==> config.mk <==
export PLATFORM = sky130hd
export DESIGN_NAME = disk_retry_stats
export DESIGN_NICKNAME = d
export VERILOG_FILES = /design/src/logic/disk_stats_pkg.sv /design/src/logic/disk_retry_stats.sv
export SDC_FILE = /design/constraint.sdc
export NUM_CORES = 1
export LEC_CHECK = 0
export BUFFER_PORTS_ARGS = -buffer_cell sky130_fd_sc_hd__buf_2
export CELL_PAD_IN_SITES_DETAIL_PLACEMENT = 0
export CELL_PAD_IN_SITES_GLOBAL_PLACEMENT = 2
export CORE_MARGIN = 10
export CORE_UTILIZATION = 35
export DETAILED_ROUTE_END_ITERATION = 16
export PLACE_DENSITY = 0.89
export REMOVE_ABC_BUFFERS = 1
export SLEW_MARGIN = 20
export SYNTH_ARGS = -nofsm -noshare
export SYNTH_HDL_FRONTEND = slang
export SYNTH_SLANG_ARGS = --single-unit
export TNS_END_PERCENT = 50
==> constraint.sdc <==
create_clock -name clk -period 4.79 [get_ports clk]
set_clock_uncertainty 0.1 [all_clocks]
set_input_delay 0.2395 -clock clk [delete_from_list [all_inputs] [get_ports clk]]
set_output_delay 0.2395 -clock clk [all_outputs]
set_load 0.01 [all_outputs]
==> src/logic/disk_stats_pkg.sv <==
package disk_stats_pkg;
   // Command codes: class in the top three bits, opcode below
   localparam logic [7:0] OPC_READ_LONG  = 8'he5;
   localparam logic [7:0] OPC_WRITE_LONG = 8'he6;
   localparam logic [7:0] OPC_STATS      = 8'he7;
   localparam logic [7:0] OPC_DRIVE_DIAG = 8'he3;

   // Control byte bits
   localparam int unsigned CTL_RETRY_DIS  = 7;
   localparam int unsigned CTL_REREAD_DIS = 6;
   localparam int unsigned CTL_FILL_BUF   = 5;

   localparam logic [2:0]  RETRY_RELOAD   = 3'h4;
   localparam logic [4:0]  BURST_MAX      = 5'h0b;
   localparam logic [7:0]  ERR_DEFECTIVE  = 8'h19;
   localparam logic [7:0]  ERR_NONE       = 8'h00;
   localparam logic [7:0]  FILL_DEFAULT   = 8'h6c;
   localparam logic [15:0] CNT_MAX        = 16'hffff;
   localparam logic [3:0]  STAT_BYTES     = 4'h8;
   localparam logic [9:0]  LEN_256        = 10'h100;
   localparam logic [9:0]  LEN_512        = 10'h200;
   localparam logic [9:0]  CHECK_LEN      = 10'h004;

   // Register indices on the plain register port
   localparam logic [3:0] REG_CTRL     = 4'h0;
   localparam logic [3:0] REG_STATUS   = 4'h1;
   localparam logic [3:0] REG_CNT_BASE = 4'h2;
   localparam logic [3:0] REG_SENSE_HI = 4'h6;
   localparam logic [3:0] REG_SENSE_LO = 4'h7;
   localparam logic [15:0] CTRL_RESET  = 16'h0000;

   // Counter slots, in the order they are returned
   localparam int unsigned CNT_UNREC = 0;
   localparam int unsigned CNT_REC   = 1;
   localparam int unsigned CNT_SOFT  = 2;
   localparam int unsigned CNT_CORR  = 3;

   // Sector field lengths in bytes
   localparam logic [9:0] LEN_GAP_LEAD  = 10'h009;
   localparam logic [9:0] LEN_MARK      = 10'h004;
   localparam logic [9:0] LEN_ONE       = 10'h001;
   localparam logic [9:0] LEN_ZERO2     = 10'h002;
   localparam logic [9:0] LEN_GAP_ID    = 10'h010;
   localparam logic [9:0] LEN_IRG_256   = 10'h00e;
   localparam logic [9:0] LEN_IRG_512   = 10'h022;

   typedef enum logic [1:0] {RES_OK, RES_CHECK, RES_MEDIA, RES_DEFECT} result_kind_t;

   typedef enum logic [4:0] {
      F_LEAD, F_MARK, F_MARK_GAP, F_ID_SYNC, F_ID_ZERO2, F_COMPARE, F_CYL_HI, F_CYL_LO,
      F_HEAD, F_SECTOR, F_FLAG, F_ID_ZERO, F_ID_CHECK, F_ID_GAP, F_DATA_SYNC,
      F_DATA_ZERO2, F_DATA, F_DATA_CHECK, F_IRG
   } field_t;

   typedef struct packed {
      logic         valid;
      result_kind_t kind;
      logic [4:0]   burst;
   } rd_result_t;

   typedef struct packed {
      logic       valid;
      logic       last;
      logic [7:0] data;
   } host_byte_t;

   typedef struct packed {
      logic [7:0] cylinder_high;
      logic [7:0] cylinder_low;
      logic [7:0] head;
      logic [7:0] sector;
      logic [7:0] flag;
   } id_t;

   typedef struct packed {
      logic       valid;
      field_t     field;
      logic [7:0] data;
   } fmt_byte_t;
endpackage

==> src/logic/disk_retry_stats.sv <==
// Notes on behaviour
// - Long write records host-supplied check bytes
// - Long transfers carry four extra check bytes
// - Statistics command returns eight bytes
// - Four counters, high byte first, fixed order
// - Count errors surviving all retries
// - Count errors cured by a retry
// - Check error rereads once; clean reread counts soft
// - Reread fails but correction works: count corrected
// - Uncorrectable errors retry only if allowed
// - Counters clear on statistics command and reset
// - Counters saturate at all ones
// - Bursts over eleven bits are uncorrectable
// - Short sector field layout
// - Long sector: extra gap, bigger data, longer tail
// - Reread unless reread-disable bit set
// - Reread does not consume a retry
// - Retry count reloads to four per good sector
// - Defective track read ends with code 19
// - Drive test recalibrates, checks IDs, never writes
// - Format error keeps defective track address
// - Format fills data from buffer when asked
//
// The implementer's own choices: the register addresses and the plain strobed port.
`timescale 1ns/1ps
module disk_retry_stats #(
   parameter logic [7:0] ERR_UNCORR   = 8'h11,
   parameter logic [7:0] ERR_MEDIA    = 8'h03,
   parameter logic [7:0] MARK_BYTE    = 8'ha1,
   parameter logic [7:0] SYNC_BYTE    = 8'h01,
   parameter logic [7:0] COMPARE_BYTE = 8'hfe
) (
   input  wire logic                     clk,
   input  wire logic                     rst_n,
   input  wire logic [3:0]               reg_addr,
   input  wire logic [15:0]              reg_wdata,
   input  wire logic                     reg_wr,
   input  wire logic                     reg_rd,
   output logic [15:0]                   reg_rdata,
   input  wire logic                     cmd_valid,
   input  wire logic [7:0]               cmd_opcode,
   input  wire logic [7:0]               cmd_control,
   input  wire disk_stats_pkg::rd_result_t read_res,
   output logic                          reread_req,
   output logic                          retry_req,
   output logic                          correct_req,
   output logic                          sector_ok,
   output logic                          sector_fail,
   output logic [7:0]                    error_code,
   output logic [9:0]                    xfer_len,
   output logic                          check_from_host,
   output logic                          check_to_host,
   output disk_stats_pkg::host_byte_t    stat_out,
   input  wire logic                     stat_ready,
   input  wire logic                     fmt_start,
   input  wire logic [7:0]               fmt_control,
   input  wire disk_stats_pkg::id_t      fmt_id,
   input  wire logic [7:0]               check_byte,
   input  wire logic [7:0]               buf_byte,
   output disk_stats_pkg::fmt_byte_t     fmt_out,
   output logic                          fmt_done,
   input  wire logic                     fmt_err_valid,
   input  wire logic [23:0]              fmt_err_track,
   output logic [23:0]                   sense_track,
   input  wire logic                     diag_id_valid,
   input  wire logic                     diag_id_ok,
   input  wire logic                     diag_last_track,
   output logic                          diag_recal,
   output logic                          diag_step,
   output logic                          diag_active,
   output logic                          write_inhibit
);
   import disk_stats_pkg::*;

   typedef enum logic [1:0] {ST_FIRST, ST_REREAD, ST_RETRY} rstate_t;

   rstate_t     state_reg, state_next;
   logic [7:0]  ctl_reg;
   logic [2:0]  retry_reg;
   logic [15:0] ctrl_reg;
   logic [15:0] cnt_reg [4];
   logic [3:0]  inc;
   logic        clr;
   logic        d_reread, d_retry, d_corr, d_ok, d_fail;
   logic [7:0]  d_code;
   logic        retry_ok;
   logic        long_wr_reg, long_rd_reg;
   logic [63:0] snap_reg;
   logic [3:0]  stat_cnt_reg;

   ////////////////////////////////////////////////////////////////////////
   // Command latch
   always_ff @(posedge clk or negedge rst_n)
   begin
      if (!rst_n)
      begin
         ctl_reg     <= 8'h00;
         long_wr_reg <= 1'b0;
         long_rd_reg <= 1'b0;
      end
      else if (cmd_valid)
      begin
         ctl_reg     <= cmd_control;
         long_wr_reg <= (cmd_opcode == OPC_WRITE_LONG);
         long_rd_reg <= (cmd_opcode == OPC_READ_LONG);
      end
   end

   assign check_from_host = long_wr_reg;
   assign check_to_host   = long_rd_reg;
   assign xfer_len = (ctrl_reg[0] ? LEN_512 : LEN_256)
                     + ((long_wr_reg || long_rd_reg) ? CHECK_LEN : 10'h000);

   ////////////////////////////////////////////////////////////////////////
   // Error-handling policy
   assign retry_ok = !ctl_reg[CTL_RETRY_DIS] && (retry_reg != 3'h0);

   always_comb
   begin
      state_next = state_reg;
      d_reread = 1'b0;
      d_retry  = 1'b0;
      d_corr   = 1'b0;
      d_ok     = 1'b0;
      d_fail   = 1'b0;
      d_code   = ERR_NONE;
      inc      = 4'h0;
      if (read_res.valid)
      begin
         unique case (read_res.kind)
            RES_OK:
            begin
               d_ok = 1'b1;
               state_next = ST_FIRST;
               if (state_reg == ST_REREAD)
                  inc[CNT_SOFT] = 1'b1;
               else if (state_reg == ST_RETRY)
                  inc[CNT_REC] = 1'b1;
            end
            RES_CHECK:
            begin
               if (state_reg == ST_FIRST && !ctl_reg[CTL_REREAD_DIS])
               begin
                  d_reread = 1'b1;
                  state_next = ST_REREAD;
               end
               else if (read_res.burst <= BURST_MAX)
               begin
                  d_corr = 1'b1;
                  d_ok = 1'b1;
                  inc[CNT_CORR] = 1'b1;
                  state_next = ST_FIRST;
               end
               else if (retry_ok)
               begin
                  d_retry = 1'b1;
                  state_next = ST_RETRY;
               end
               else
               begin
                  d_fail = 1'b1;
                  d_code = ERR_UNCORR;
                  inc[CNT_UNREC] = 1'b1;
                  state_next = ST_FIRST;
               end
            end
            RES_MEDIA:
            begin
               if (retry_ok)
               begin
                  d_retry = 1'b1;
                  state_next = ST_RETRY;
               end
               else
               begin
                  d_fail = 1'b1;
                  d_code = ERR_MEDIA;
                  inc[CNT_UNREC] = 1'b1;
                  state_next = ST_FIRST;
               end
            end
            RES_DEFECT:
            begin
               d_fail = 1'b1;
               d_code = ERR_DEFECTIVE;
               state_next = ST_FIRST;
            end
         endcase
      end
   end

   always_ff @(posedge clk or negedge rst_n)
   begin
      if (!rst_n)
      begin
         state_reg   <= ST_FIRST;
         retry_reg   <= RETRY_RELOAD;
         reread_req  <= 1'b0;
         retry_req   <= 1'b0;
         correct_req <= 1'b0;
         sector_ok   <= 1'b0;
         sector_fail <= 1'b0;
         error_code  <= ERR_NONE;
      end
      else
      begin
         state_reg   <= cmd_valid ? ST_FIRST : state_next;
         reread_req  <= d_reread;
         retry_req   <= d_retry;
         correct_req <= d_corr;
         sector_ok   <= d_ok;
         sector_fail <= d_fail;
         if (d_fail)
            error_code <= d_code;
         else if (cmd_valid)
            error_code <= ERR_NONE;
         // Reread leaves the budget alone; only real retries spend it
         if (cmd_valid || d_ok)
            retry_reg <= RETRY_RELOAD;
         else if (d_retry)
            retry_reg <= retry_reg - 3'h1;
      end
   end

   ////////////////////////////////////////////////////////////////////////
   // Statistics counters
   assign clr = cmd_valid && (cmd_opcode == OPC_STATS);

   for (genvar i = 0; i < 4; i++)
   begin : g_cnt
      always_ff @(posedge clk or negedge rst_n)
      begin
         if (!rst_n)
            cnt_reg[i] <= 16'h0000;
         else if (clr)
            cnt_reg[i] <= 16'h0000;
         else if (inc[i] && cnt_reg[i] != CNT_MAX)
            cnt_reg[i] <= cnt_reg[i] + 16'h0001;
      end
   end

   // Snapshot taken in the clearing cycle keeps the counts held before the clear; an increment in that same cycle is lost
   always_ff @(posedge clk or negedge rst_n)
   begin
      if (!rst_n)
      begin
         snap_reg     <= 64'h0;
         stat_cnt_reg <= 4'h0;
      end
      else if (clr)
      begin
         snap_reg     <= {cnt_reg[CNT_UNREC], cnt_reg[CNT_REC],
                          cnt_reg[CNT_SOFT], cnt_reg[CNT_CORR]};
         stat_cnt_reg <= STAT_BYTES;
      end
      else if (stat_out.valid && stat_ready)
      begin
         snap_reg     <= {snap_reg[55:0], 8'h00};
         stat_cnt_reg <= stat_cnt_reg - 4'h1;
      end
   end

   assign stat_out.valid = (stat_cnt_reg != 4'h0);
   assign stat_out.last  = (stat_cnt_reg == 4'h1);
   assign stat_out.data  = snap_reg[63:56];

   ////////////////////////////////////////////////////////////////////////
   // Sector layout sequencer
   field_t     fld_reg;
   logic [9:0] pos_reg;
   logic       fmt_run_reg;
   logic       fill_buf_reg;
   logic [9:0] fld_len;
   logic [7:0] fld_byte;
   logic       fld_end;
   field_t     fld_next;

   always_comb
   begin
      fld_len = LEN_ONE;
      unique case (fld_reg)
         F_LEAD, F_MARK_GAP:        fld_len = LEN_GAP_LEAD;
         F_MARK, F_ID_CHECK,
         F_DATA_CHECK:              fld_len = LEN_MARK;
         F_ID_ZERO2, F_DATA_ZERO2:  fld_len = LEN_ZERO2;
         F_ID_GAP:                  fld_len = LEN_GAP_ID;
         F_DATA:                    fld_len = ctrl_reg[0] ? LEN_512 : LEN_256;
         F_IRG:                     fld_len = ctrl_reg[0] ? LEN_IRG_512 : LEN_IRG_256;
         default:                   fld_len = LEN_ONE;
      endcase
   end

   always_comb
   begin
      fld_byte = 8'h00;
      unique case (fld_reg)
         F_MARK:                    fld_byte = MARK_BYTE;
         F_ID_SYNC, F_DATA_SYNC:    fld_byte = SYNC_BYTE;
         F_COMPARE:                 fld_byte = COMPARE_BYTE;
         F_CYL_HI:                  fld_byte = fmt_id.cylinder_high;
         F_CYL_LO:                  fld_byte = fmt_id.cylinder_low;
         F_HEAD:                    fld_byte = fmt_id.head;
         F_SECTOR:                  fld_byte = fmt_id.sector;
         F_FLAG:                    fld_byte = fmt_id.flag;
         F_ID_CHECK, F_DATA_CHECK:  fld_byte = check_byte;
         F_DATA:                    fld_byte = fill_buf_reg ? buf_byte : FILL_DEFAULT;
         default:                   fld_byte = 8'h00;
      endcase
   end

   assign fld_end  = (pos_reg == fld_len - 10'h001);
   // The second lead gap exists only on long sectors
   assign fld_next = (fld_reg == F_MARK && !ctrl_reg[0]) ? F_ID_SYNC
                     : field_t'(fld_reg + 5'h01);

   always_ff @(posedge clk or negedge rst_n)
   begin
      if (!rst_n)
      begin
         fld_reg      <= F_LEAD;
         pos_reg      <= 10'h000;
         fmt_run_reg  <= 1'b0;
         fill_buf_reg <= 1'b0;
      end
      else if (fmt_start && !fmt_run_reg)
      begin
         fld_reg      <= F_LEAD;
         pos_reg      <= 10'h000;
         fmt_run_reg  <= 1'b1;
         fill_buf_reg <= fmt_control[CTL_FILL_BUF];
      end
      else if (fmt_run_reg)
      begin
         if (!fld_end)
            pos_reg <= pos_reg + 10'h001;
         else
         begin
            pos_reg <= 10'h000;
            if (fld_reg == F_IRG)
               fmt_run_reg <= 1'b0;
            else
               fld_reg <= fld_next;
         end
      end
   end

   always_ff @(posedge clk or negedge rst_n)
   begin
      if (!rst_n)
      begin
         fmt_out  <= '{valid: 1'b0, field: F_LEAD, data: 8'h00};
         fmt_done <= 1'b0;
      end
      else
      begin
         fmt_out  <= '{valid: fmt_run_reg, field: fld_reg, data: fld_byte};
         fmt_done <= fmt_run_reg && fld_end && (fld_reg == F_IRG);
      end
   end

   ////////////////////////////////////////////////////////////////////////
   // Format error sense and drive diagnostic
   always_ff @(posedge clk or negedge rst_n)
   begin
      if (!rst_n)
         sense_track <= 24'h000000;
      else if (fmt_err_valid)
         sense_track <= fmt_err_track;
   end

   always_ff @(posedge clk or negedge rst_n)
   begin
      if (!rst_n)
      begin
         diag_active <= 1'b0;
         diag_recal  <= 1'b0;
         diag_step   <= 1'b0;
      end
      else
      begin
         diag_recal <= cmd_valid && (cmd_opcode == OPC_DRIVE_DIAG);
         diag_step  <= diag_active && diag_id_valid && diag_id_ok && !diag_last_track;
         if (cmd_valid)
            diag_active <= (cmd_opcode == OPC_DRIVE_DIAG);
         else if (diag_id_valid && (!diag_id_ok || diag_last_track))
            diag_active <= 1'b0;
      end
   end

   // Drive test only reads; the media path must not write meanwhile
   assign write_inhibit = diag_active;

   ////////////////////////////////////////////////////////////////////////
   // Register port
   always_ff @(posedge clk or negedge rst_n)
   begin
      if (!rst_n)
         ctrl_reg <= CTRL_RESET;
      else if (reg_wr && reg_addr == REG_CTRL)
         ctrl_reg <= {15'h0000, reg_wdata[0]};
   end

   always_ff @(posedge clk or negedge rst_n)
   begin
      if (!rst_n)
         reg_rdata <= 16'h0000;
      else if (reg_rd)
      begin
         unique case (reg_addr)
            REG_CTRL:     reg_rdata <= ctrl_reg;
            REG_STATUS:   reg_rdata <= {8'h00, diag_active, fmt_run_reg,
                                        state_reg, 1'b0, retry_reg};
            4'h2, 4'h3,
            4'h4, 4'h5:   reg_rdata <= cnt_reg[2'(reg_addr - REG_CNT_BASE)];
            REG_SENSE_HI: reg_rdata <= {8'h00, sense_track[23:16]};
            REG_SENSE_LO: reg_rdata <= sense_track[15:0];
            default:      reg_rdata <= 16'h0000;
         endcase
      end
      else
         reg_rdata <= 16'h0000;
   end
endmodule // disk_retry_stats

==> impl_table.tex <==
\begin{tabular}{lr}
\hline
Metric & Value \\
\hline
\multicolumn{2}{l}{\textbf{Logic synthesis}} \\
\quad Area share of the largest cell type after synthesis & 48.5\% \\
\quad Mapped cell area & 11600 um\^{}2 \\
\quad Number of unique standard cell types used by synthesis & 72 \\
\quad Total of flip-flops plus latches after synthesis & 226 \\
\quad Cell accounting for the most synthesized area & dfrtp\_1 \\
\quad Top flip-flop cell by instance count after synthesis & dfrtp\_1 \\
\quad Average footprint of a synthesized cell & 10.2 um\^{}2 \\
\quad Cell types occupying the most area after synthesis & dfrtp\_1, mux2i\_1, nand2\_1 \\
\quad Sequential fraction of the synthesis area & 48.7\% \\
\quad Cell count after synthesis & 1140 \\
\quad Synth async-reset ratio & 100\% \\
\quad Number of synthesized flops with an enable pin & 0 \\
\quad Total number of yosys warnings & 0 \\
\multicolumn{2}{l}{\textbf{Floorplan}} \\
\quad Core box area & approximately 33000 um\^{}2 \\
\quad Die Ht & 202 um \\
\quad Number of rows created at floorplan & 66 \\
\quad Effective utilization at floorplan & 35.6\% \\
\quad Width of the die & $\sim$200 um \\
\quad Overall die area & 40900 um\^{}2 \\
\quad I/O pin count & 237 \\
\multicolumn{2}{l}{\textbf{Clock network}} \\
\quad CTS Buffer Depth & 3 \\
\quad Clock latency on the worst-skew pair & 0.54 ns \\
\quad Total of hold buffers inserted after clock tree synthesis & 62 \\
\quad Maximum level of the CTS H-tree & 1 \\
\quad Clock buffers created by TritonCTS & 27 \\
\quad CTS clock-pin slew for the worst setup and hold paths & 0.06 ns \\
\quad TritonCTS clock tree & done \\
\quad CTS sink count & around 230 \\
\quad Root Buffer & clkbuf\_16 \\
\quad Number of buffers inserted to repair setup after CTS & 0 \\
\quad Number of gates given a new drive strength after cts & 0 \\
\multicolumn{2}{l}{\textbf{Setup path}} \\
\quad CP Data Required Time & 5.06 ns \\
\quad Setup slack of the most critical reg-to-reg path & between 0.7 and 0.8 ns \\
\quad Crit path DAT & 4.33 ns \\
\quad Cell count of the worst reg-to-reg path & 10 \\
\quad End point of the critical path & pos\_reg[8] \\
\quad Worst-path maximum fanout & 23 \\
\quad Endpoint kind of the worst setup timing path & flop \\
\quad RR Endpoint & pos\_reg[8] \\
\quad Crit path launch type & flop \\
\quad Worst setup path category & flop to flop \\
\quad Launch point of the worst path & fld\_reg[3] \\
\quad RR Startpoint & fld\_reg[3] \\
\multicolumn{2}{l}{\textbf{Detailed routing}} \\
\quad Wirelength per Cell & 19.2 um \\
\quad Vias per std cell & 5.14 \\
\quad Residual antenna-violating net count after detailed routing & 0 \\
\quad First-pass detailed-route iteration total & 5 \\
\quad Overall routed net length & 35000 um \\
\quad Detailed-route via count & about 9400 \\
\quad Post-route DRC violation count & 0 \\
\quad Starting DRC count in detailed routing & 613 \\
\multicolumn{2}{l}{\textbf{GRT}} \\
\quad First-pass GRT wire length & 55400 um \\
\quad Total routing resource utilization after global routing & roughly 17\% \\
\quad Number of antenna violations at the first check in global routing & 1 \\
\quad Overflow after GRT & 0 \\
\quad Number of global-route vias before repair & 9540 \\
\quad Pin count of the biggest net entering global routing & 127 \\
\multicolumn{2}{l}{\textbf{Finish}} \\
\quad Cell area after layout & 14400 um\^{}2 \\
\quad Fin util & roughly 44\% \\
\quad Net count reported at finish & 1525 \\
\quad Fraction of layout instances using a drive strength above 1 & between 20\% and 30\% \\
\quad Final Non-Filler Cells & approximately 1800 \\
\quad Area growth, synth to finish & 23.6\% \\
\multicolumn{2}{l}{\textbf{STA}} \\
\quad Remaining max-slew budget at the tightest pin & 27.0\% \\
\quad Time the worst path needs with I/O delays and setup & 4.06 ns \\
\quad Final sum of negative setup slack & 0 ns \\
\quad Least-Margin Pin Slew & between 1 and 1.5 ns \\
\quad Worst hold slack across all endpoints & around 0.026 ns \\
\quad Setup repair after global routing missed its margin & no \\
\quad Hold Vio Cnt, Final & 0 \\
\quad Post-route fraction of the period consumed by the critical path & a little over four fifths \\
\quad Final Slew Violations & 0 \\
\quad Setup violators final & 0 \\
\quad Achievable Freq & 246 MHz \\
\multicolumn{2}{l}{\textbf{Power}} \\
\quad Part of the total power dissipated in the clock network & a little under two fifths \\
\quad Leak & 6.79 nW \\
\quad Internal power & 3.71 mW \\
\quad Switching power & 1.56 mW \\
\quad Max IR drop VDD & 330 uV \\
\quad Sequential share of power & 42.6\% \\
\quad Total power divided by cell area & 368 nW/um\^{}2 \\
\quad Sw frac & 29.6\% \\
\quad Fraction of power consumed by combinational cells & 20.1\% \\
\multicolumn{2}{l}{\textbf{Hold path}} \\
\quad Hold WC Path Type & input port to flop \\
\multicolumn{2}{l}{\textbf{Run}} \\
\quad Max capacitance violation total & 0 \\
\multicolumn{2}{l}{\textbf{Placed design}} \\
\quad Area post-placement & 12900 um\^{}2 \\
\quad Post-DP HPWL & $\sim$25000 um \\
\quad Number of port buffers & 195 \\
\quad Number of instances in the placed design & 1713 \\
\quad Weighted congestion at the end of routability-driven global placement & 0.829 \\
\multicolumn{2}{l}{\textbf{Run status}} \\
\quad Status & finished clean \\
\hline
\end{tabular}
[kinds of logic (layout without fill, tap and decap cells)]
kind of cell	count (synthesis)	after routing	synth area share, %
buffers and inverters	109	337	4.41
adder cells (fa/ha/maj)	20	20	2.15
multiplexers	105	105	11.1
XOR/XNOR	76	76	5.73
flip-flops	226	226	48.7
other	1	12	0.0323
AND/OR/NAND/NOR	428	428	18.1
AO/OA/AOI/OAI	175	175	9.83
[cell usage after synthesis (3+ instances only)]
| library cell | n |
|---|---|
| buf_2 | 19 |
| nor4_1 | 10 |
| nand3_1 | 44 |
| nor4b_1 | 3 |
| a222oi_1 | 9 |
| a22oi_1 | 15 |
| a21oi_1 | 29 |
| o21a_1 | 3 |
| mux4_2 | 16 |
| clkbuf_1 | 35 |
| and4_1 | 8 |
| or3_1 | 6 |
| a31o_2 | 4 |
| buf_4 | 21 |
| nand4_1 | 26 |
| o211ai_1 | 3 |
| a21o_1 | 6 |
| nor2_1 | 104 |
| nand2_1 | 142 |
| nand2b_1 | 11 |
| and3_1 | 17 |
| a31oi_1 | 3 |
| nand3b_1 | 4 |
| o21ai_0 | 71 |
| xnor2_1 | 27 |
| nor2b_1 | 7 |
| mux2_2 | 26 |
| mux2i_1 | 63 |
| buf_1 | 5 |
| a211oi_1 | 4 |
| dfrtp_1 | 225 |
| inv_1 | 29 |
| and2_1 | 4 |
| xor2_1 | 49 |
| ha_1 | 20 |
| nor3b_1 | 3 |
| nor3_1 | 24 |
| a221oi_1 | 6 |
[how the worst min path moves through the flow]
stage                     slack, ns  depth (start not counted)         endpoint       start
final                          0.03                          4  stat_cnt_reg[2]  stat_ready
after global routing           0.03                          4  stat_cnt_reg[2]  stat_ready
after CTS                      0.01                          4  stat_cnt_reg[2]  stat_ready
after detailed placement       0.23                          1  stat_cnt_reg[2]       rst_n
after global placement         0.23                          1  stat_cnt_reg[2]       rst_n
after floorplan               -0.16                          0  check_from_host       rst_n
[cell usage in the layout, fill, tap and decap left out, types with 6 or more instances in the layout]
cell,count
dfrtp_1,225
buf_2,194
nand2_1,141
nor2_1,102
o21ai_0,71
mux2i_1,63
dlygate4sd3_1,62
xor2_1,49
nand3_1,44
inv_1,29
a21oi_1,29
xnor2_1,27
clkbuf_16,27
nand4_1,26
mux2_2,26
nor3_1,24
ha_1,20
and3_1,17
mux4_2,16
a22oi_1,15
nand2b_1,11
conb_1,11
nor4_1,10
a222oi_1,9
and4_1,8
clkbuf_1,8
nor2b_1,7
a221oi_1,6
or3_1,6
a21o_1,6
[power groups by stage]
stage,Combinational (mW),Sequential (mW),Clock (mW)
2_1_floorplan,0.670,2.24,0
3_3_place_gp,0.993,2.27,0
3_5_place_dp,1.01,2.28,0
4_1_cts,1.07,2.25,2.03
5_1_grt,1.19,2.27,2.11
6_report,1.06,2.25,1.97
[worst max-delay path: stages, from the launching register on]
cell       delay, ns
dfrtp_1         0.84
inv_1           0.31
o211a_1         0.26
a31oi_1         0.29
ha_1            0.31
o311ai_0        0.15
nor4_1          0.30
mux2i_1         0.27
o2111ai_2       0.31
nor4b_4         0.63
nor3_1          0.13
[layout make-up]
cell class,count,area (um^2)
inverters,29,109
well taps,442,553
fillers,3146,18300
clock inverters,7,93.8
clock buffers,38,747
multi-input cells,815,5500
diodes,1,2.50
flip-flops and latches,226,5660
repair buffers,263,1690
[layer usage]
| metal | share of wire [%] | up-vias | track usage, % |
|---|---|---|---|
| met5 | 0 | - | 0 |
| met4 | 2.1 | 0 | 3.97 |
| met3 | 5.0 | 42 | 3.10 |
| met2 | 50 | 237 | 28.7 |
| met1 | 43 | 4631 | 21.1 |
| li1 | - | 4445 | - |
[metrics by stage]
step | worst slack [ns] | total power [mW]
CTS | 0.760 | 5.34
global route | 0.301 | 5.56
global placement | 0.827 | 3.27
detailed placement | 0.772 | 3.29
finish | 0.732 | 5.28
floorplan | -2.19 | 2.91
Note: power is estimated with default switching activity, not from simulation.
